<file path="config.mk">
export PLATFORM = sky130hd
export DESIGN_NAME = moc_offset_top
export DESIGN_NICKNAME = d
export VERILOG_FILES = /design/src/hdl/moc_pkg.sv /design/src/hdl/moc_crc8.sv /design/src/hdl/moc_offset_top.sv
export SDC_FILE = /design/constraint.sdc
export NUM_CORES = 1
export LEC_CHECK = 0
export BUFFER_PORTS_ARGS = -buffer_cell sky130_fd_sc_hd__buf_4
export CAP_MARGIN = 10
export CORE_ASPECT_RATIO = 0.8
export CORE_MARGIN = 2
export CORE_UTILIZATION = 55
export DETAILED_ROUTE_END_ITERATION = 8
export PLACE_DENSITY = 0.78
export SLEW_MARGIN = 20
export SYNTH_ARGS = -nofsm -noshare
export SYNTH_HDL_FRONTEND = slang
export SYNTH_HIERARCHICAL = 1
export SYNTH_SLANG_ARGS = --single-unit
</file>
<file path="constraint.sdc">
create_clock -name ref_clk -period 2.9 [get_ports ref_clk]
set_input_delay 0.145 -clock ref_clk [delete_from_list [all_inputs] [get_ports ref_clk]]
set_output_delay 0.145 -clock ref_clk [all_outputs]
set_load 0.01 [all_outputs]
</file>
<file path="src/hdl/moc_pkg.sv">
/*
 * Shared constants and carrier types for the measurement offset correction block.
 * Assumes one 100 MHz clock domain; command and raw-result sources run on it.
 */
// What this block does
// - after reset both offset magnitudes and both signs are zero, so results pass uncorrected.
// - the humidity magnitude is seven weighted bits landing on result bits 13..7; sign 1 adds.
// - the humidity offset spans one step up to 24.8046875 %RH with all seven bits set.
// - a subtracted humidity offset that would go below zero reports zero instead.
// - the temperature magnitude is seven weighted bits on result bits 12..6; sign 1 adds.
// - the temperature offset reaches at most 21.7041015625 degC with all seven bits set.
// - corrected humidity depends only on the raw humidity and humidity offset fields.
// - the verify command returns the offset word currently held.
// - word bit 15 is the humidity sign and bit 7 the temperature sign.
// - a write whose CRC byte does not match is refused with a not-acknowledge.
package moc_pkg;

    localparam logic [15:0] OFS_RESET = 16'h0000;
    localparam int HUM_SIGN_BIT = 15;
    localparam int HUM_MAG_MSB = 14;
    localparam int HUM_MAG_LSB = 8;
    localparam int TMP_SIGN_BIT = 7;
    localparam int TMP_MAG_MSB = 6;
    localparam int TMP_MAG_LSB = 0;
    localparam int HUM_SHIFT = 7;
    localparam int TMP_SHIFT = 6;
    localparam logic [15:0] HUM_MAX_DELTA = 16'h3f80;
    localparam logic [15:0] TMP_MAX_DELTA = 16'h1fc0;
    localparam logic [7:0] CRC_POLY = 8'h31;
    localparam logic [7:0] CRC_INIT = 8'hff;

    typedef struct packed {
        logic wr_valid;
        logic rd_valid;
        logic [15:0] word;
        logic [7:0] crc;
    } moc_cmd_t;

    typedef struct packed {
        logic valid;
        logic [15:0] hum;
        logic [15:0] temp;
    } moc_raw_t;

    typedef struct packed {
        logic [15:0] ofs_word;
        logic wr_ack;
        logic wr_nack;
        logic rd_valid;
        logic [15:0] rd_word;
        logic [7:0] rd_crc;
        logic res_valid;
        logic [15:0] hum;
        logic [15:0] temp;
    } moc_state_t;

endpackage

</file>
<file path="src/hdl/moc_crc8.sv">
/*
 * Combinational CRC-8 over a 16-bit word, most significant byte first.
 * Assumes the polynomial and start value are given by the instantiating module.
 */
`timescale 1ns/1ns
module moc_crc8 #(
    parameter logic [7:0] POLY = 8'h31,
    parameter logic [7:0] INIT = 8'hff
) (
    input wire logic [15:0] data,
    output logic [7:0] crc
);
    always_comb
    begin
        logic [7:0] c;
        c = INIT;
        for (int i = 15; i >= 0; i--)
        begin
            if (c[7] ^ data[i])
            begin
                c = {c[6:0], 1'b0} ^ POLY;
            end
            else
            begin
                c = {c[6:0], 1'b0};
            end
        end
        crc = c;
    end
endmodule

</file>
<file path="src/hdl/moc_offset_top.sv">
/*
 * Offset word store, CRC-checked write, read-back, and correction of
 * humidity and temperature result codes.
 * Assumes command and raw-result strobes come from logic on ref_clk; the
 * serial bus front end and the measurement core sit outside.
 */
`timescale 1ns/1ns
module moc_offset_top
    import moc_pkg::*;
(
    input wire logic ref_clk,
    input wire logic reset_n,
    input wire moc_cmd_t cmd,
    input wire moc_raw_t raw,
    output logic wr_ack,
    output logic wr_nack,
    output logic rd_valid,
    output logic [15:0] rd_word,
    output logic [7:0] rd_crc,
    output logic res_valid,
    output logic [15:0] hum_out,
    output logic [15:0] temp_out
);
    moc_state_t s_q;
    moc_state_t s_d;
    logic [7:0] wr_crc_calc;
    logic [7:0] rd_crc_calc;
    logic crc_ok;
    logic [15:0] hum_delta;
    logic [15:0] tmp_delta;

    // saturating add or floor-at-zero subtract of an offset on a result code
    function automatic logic [15:0] apply_ofs(input logic [15:0] r, input logic [15:0] dl,
                                              input logic add);
        logic [16:0] sum;
        sum = {1'b0, r} + {1'b0, dl};
        if (add)
        begin
            apply_ofs = sum[16] ? 16'hffff : sum[15:0];
        end
        else
        begin
            apply_ofs = (r < dl) ? 16'h0000 : r - dl;
        end
    endfunction

    moc_crc8 #(.POLY(CRC_POLY), .INIT(CRC_INIT)) u_wr_crc (
        .data(cmd.word),
        .crc(wr_crc_calc)
    );

    moc_crc8 #(.POLY(CRC_POLY), .INIT(CRC_INIT)) u_rd_crc (
        .data(s_q.ofs_word),
        .crc(rd_crc_calc)
    );

    assign crc_ok = (wr_crc_calc == cmd.crc);
    // magnitude fields land on the result code bit weights
    assign hum_delta = 16'(s_q.ofs_word[HUM_MAG_MSB:HUM_MAG_LSB])
        << HUM_SHIFT;
    assign tmp_delta = 16'(s_q.ofs_word[TMP_MAG_MSB:TMP_MAG_LSB])
        << TMP_SHIFT;

    always_comb
    begin
        s_d = s_q;
        s_d.wr_ack = 1'b0;
        s_d.wr_nack = 1'b0;
        s_d.rd_valid = 1'b0;
        s_d.res_valid = raw.valid;
        if (cmd.wr_valid)
        begin
            if (crc_ok)
            begin
                s_d.ofs_word = cmd.word;
                s_d.wr_ack = 1'b1;
            end
            else
            begin
                s_d.wr_nack = 1'b1;
            end
        end
        // a read in the same cycle as a write returns the old word
        if (cmd.rd_valid)
        begin
            s_d.rd_valid = 1'b1;
            s_d.rd_word = s_q.ofs_word;
            s_d.rd_crc = rd_crc_calc;
        end
        if (raw.valid)
        begin
            // humidity never sees the temperature offset fields
            s_d.hum = apply_ofs(raw.hum, hum_delta, s_q.ofs_word[HUM_SIGN_BIT]);
            s_d.temp = apply_ofs(raw.temp, tmp_delta, s_q.ofs_word[TMP_SIGN_BIT]);
        end
    end

    always_ff @(posedge ref_clk or negedge reset_n)
    begin
        if (!reset_n)
        begin
            s_q <= '0;
            s_q.ofs_word <= OFS_RESET;
        end
        else
        begin
            s_q <= s_d;
        end
    end

    assign wr_ack = s_q.wr_ack;
    assign wr_nack = s_q.wr_nack;
    assign rd_valid = s_q.rd_valid;
    assign rd_word = s_q.rd_word;
    assign rd_crc = s_q.rd_crc;
    assign res_valid = s_q.res_valid;
    assign hum_out = s_q.hum;
    assign temp_out = s_q.temp;

    // helper: set once any write has been accepted
    logic seen_wr_q;
    always_ff @(posedge ref_clk or negedge reset_n)
    begin
        if (!reset_n)
        begin
            seen_wr_q <= 1'b0;
        end
        else if (s_q.wr_ack)
        begin
            seen_wr_q <= 1'b1;
        end
    end
endmodule

</file>
==> run_results.csv <==
group,metric,value,unit
yosys,synth-seq-cells,76,
routing,viasPerCell,5.47,
grt,grt_pass1_vias,4210,
sta,relSlewSlack,36.9,%
yosys,synth-edff-count,0,
final_layout,mostFrequentLayoutCell,"buf_4",
sta,timing.final.crit_share,90.6,%
clock_tree,clk_latency,330,ps
yosys,syn_area,5820,um2
yosys,ys_async_sr_fraction,100,%
floorplanning,core-area,10300,um2
setup_path,worst_ep_arrival_time,2810,ps
floorplanning,start_util,56.6,%
routing,post_drt_wl_per_cell,16.5,um
setup_path,crit_slowest_cell,"dfrtp_1",
yosys,synth.avg_cell_area,9.99,um2
setup_path,critPathKind,"reg -> reg",
placed_design,port_buffers,120,
yosys,yosysUniqueCellTypes,64,
placed_design,dp_hpwl,9990,um
floorplanning,die_h,96.0,um
routing,drtAntennaViolNets,0,
yosys,synth-main-ff-cell,"dfrtp_1",
outcome,violations,"hold timing",
floorplanning,rows,33,
grt,grt_max_degree,77,
outcome,status,"complete, but fails checks",
sta,post-route-min-period,2630,ps
final_layout,area_growth_syn_to_layout,15.6,%
setup_path,path_cells,"inv_1 > ha_1 > nor2b_1 > o2111ai_1 > a311o_1 > nand3_1 > o211ai_1 > o21ai_0",
sta,drv_slew,0,
clock_tree,cts_tree,"built",
clock_tree,cts_resized,0,
routing,drt_drc_violations_left,0,
routing,vias,4307,
final_layout,final_nets,737,
setup_path,required,3090,ps
clock_tree,cts-root-buf,"clkbuf_16",
clock_tree,cts_buffer_depth,2,
sta,rsz0062_at_grt,"no",
sta,fin_setup_tns,0,ps
floorplanning,io_pins,121,
grt,grt_use_total,23.7,%
power,ir_drop,0.377,mV
sta,tightest_slew,947,ps
routing,wl,13000,um
sta,fmax,381,MHz
clock_tree,numCtsBuffers,9,
sta,final.setup_skew,8.72,ps
flow_run,drv_cap,0,
grt,grt_overflow_total,0,
clock_tree,postCtsSetupRepairBufs,0,
clock_tree,ctsHoldBuffers,0,
setup_path,cp-start-kind,"flop",
yosys,synth_nets,675,
setup_path,critical_path.max_stage_delay,490,ps
setup_path,critPathBufInv,1,
setup_path,cp_num_cells,8,
floorplanning,dieArea,11400,um2
setup_path,critical_path.max_fanout,11,
sta,setup_viol,0,
routing,drt-initial-drc-count,183,
final_layout,drive_above_1_share,32.4,%
sta,worst_hold_slack,-46.3,ps
floorplanning,die_w,119,um
grt,antenna_found_initial,0,
final_layout,final_cell_mix,"buf_4 (130), dfrtp_1 (76), xnor2_1 (68), inv_1 (50), nor2_1 (43)",
setup_path,critPathCaptureType,"flop",
placed_design,placed_cells,773,
setup_path,path_delay_family,"compound AO/OA/AOI/OAI gates",
sta,finalHoldViolCount,67,
yosys,synthCells,582,
power,leakagePower,0.00313,uW
yosys,ys_seq_area_share,32.7,%
clock_tree,clk_pin_slew_worst_paths,60,ps
setup_path,reg2regPathDepth,8,
routing,firstDrtPassIters,5,
yosys,synth.yosys.warnings,6,
placed_design,place_congestion,0.879,
grt,grt_first_pass_wirelength,21400,um
final_layout,instances_no_fill,788,
clock_tree,htreeDepth,3,
power,cellPowerDensity,846,nW/um2
worst_hold_path,holdCritPathClass,"in -> async",
clock_tree,clock_sinks,76,
final_layout,diodes,0,
## per-stage QoR
| step | worst slack (ps) | utilization, % | total power (uW) | instance area [um2] |
|---|---|---|---|---|
| finish | 274 | 65.4 | 5690 | 6730 |
| global route | 29.7 | 65.4 | 6070 | 6730 |
| CTS | 289 | 65.4 | 5730 | 6730 |
| detailed placement | 149 | 62.5 | 4570 | 6420 |
| global placement | 281 | 62.5 | 4460 | 6420 |
| floorplan | 339 | - | 3970 | 5820 |
## routing by layer
metal | global-route usage (%) | vias to the layer above | part of all wire (%)
met5 | 0 | - | 0
met3 | 4.56 | 7 | 6.0
met4 | 4.07 | 0 | 0.48
met1 | 33.1 | 2099 | 47
met2 | 39.4 | 136 | 47
li1 | - | 2065 | -
## cell families (layout without fill, tap and decap cells)
| kind of cell | count (synthesis) | after routing | share of synthesized area, % |
|---|---|---|---|
| buffers and inverters | 129 | 195 | 12.6 |
| flip-flops | 76 | 76 | 32.7 |
| multiplexers | 45 | 45 | 8.63 |
| AO/OA/AOI/OAI | 109 | 109 | 13.4 |
| XOR/XNOR | 91 | 91 | 16.6 |
| AND/OR/NAND/NOR | 100 | 100 | 8.65 |
| adder cells (fa/ha/maj) | 32 | 32 | 7.40 |
## final cells by class
| class | instances | area (um2) |
|---|---|---|
| clock buffer | 11 | 253 |
| clock inverter | 4 | 48.8 |
| fill | 865 | 3560 |
| inverter | 50 | 188 |
| multi-input combinational | 377 | 3180 |
| sequential | 76 | 1900 |
| tap | 140 | 175 |
| timing repair buffer | 130 | 976 |
## worst reg2reg max path: stages, from the launching register on
cell and delay (ps):
dfrtp_1 490, inv_1 160, ha_1 320, nor2b_1 150, o2111ai_1 240, a311o_1 350
nand3_1 420, o211ai_1 240, o21ai_0 120
## synthesized netlist by cell type, types with 3 or more instances
library cell	instances	area (um2)
o21ai_0	7	35.0
nand2b_1	5	31.3
dfrtp_1	76	1900
a31oi_1	3	18.8
o22ai_1	8	50.1
buf_6	3	33.8
nand4_1	3	18.8
o21bai_1	4	30.0
nor2b_1	12	75.1
buf_4	58	435
ha_1	28	350
buf_2	6	30.0
o211ai_1	8	60.1
a221oi_1	5	43.8
clkbuf_1	12	45.0
fa_1	4	80.1
mux2_2	41	462
a211oi_1	8	60.1
o211ai_2	5	62.6
nand2_1	9	33.8
o21ai_1	8	40.0
mux2i_1	4	40.0
nand3_1	7	35.0
a21oi_1	26	130
inv_1	50	188
xnor2_1	68	596
xor2_1	11	96.3
nor3_1	10	50.1
nor2_1	43	161
## state kept, by name, summed over array words and instances, names as in the netlist
signal / flops
hum_out: 16
rd_word: 16
temp_out: 16
s_q: 9
rd_crc: 8
hum_delta: 7
rd_valid: 1
res_valid: 1
wr_ack: 1
wr_nack: 1
## worst paths after layout
path                                          start                      end  slack [ps]
hold reg to reg             hum_out[12]$_DFFE_PN0P_  hum_out[12]$_DFFE_PN0P_         500
setup reg to reg           hum_delta[8]$_DFFE_PN0P_   hum_out[1]$_DFFE_PN0P_         270
setup / recovery           hum_delta[8]$_DFFE_PN0P_   hum_out[1]$_DFFE_PN0P_         270
min in group ref_clk                        cmd[25]        wr_nack$_DFF_PN0_          50
max in group asynchronous                   reset_n  rd_word[11]$_DFFE_PN0P_        2330
hold / removal                              reset_n  temp_out[1]$_DFFE_PN0P_         -50
## report_power, final
part	switching, uW	internal (uW)	total, uW	leakage (uW)
clock	430	707	1140	0.000151
combinational	1400	1640	3030	0.00202
sequential	187	1330	1520	0.000963
Power figures use the tool's default switching activity.
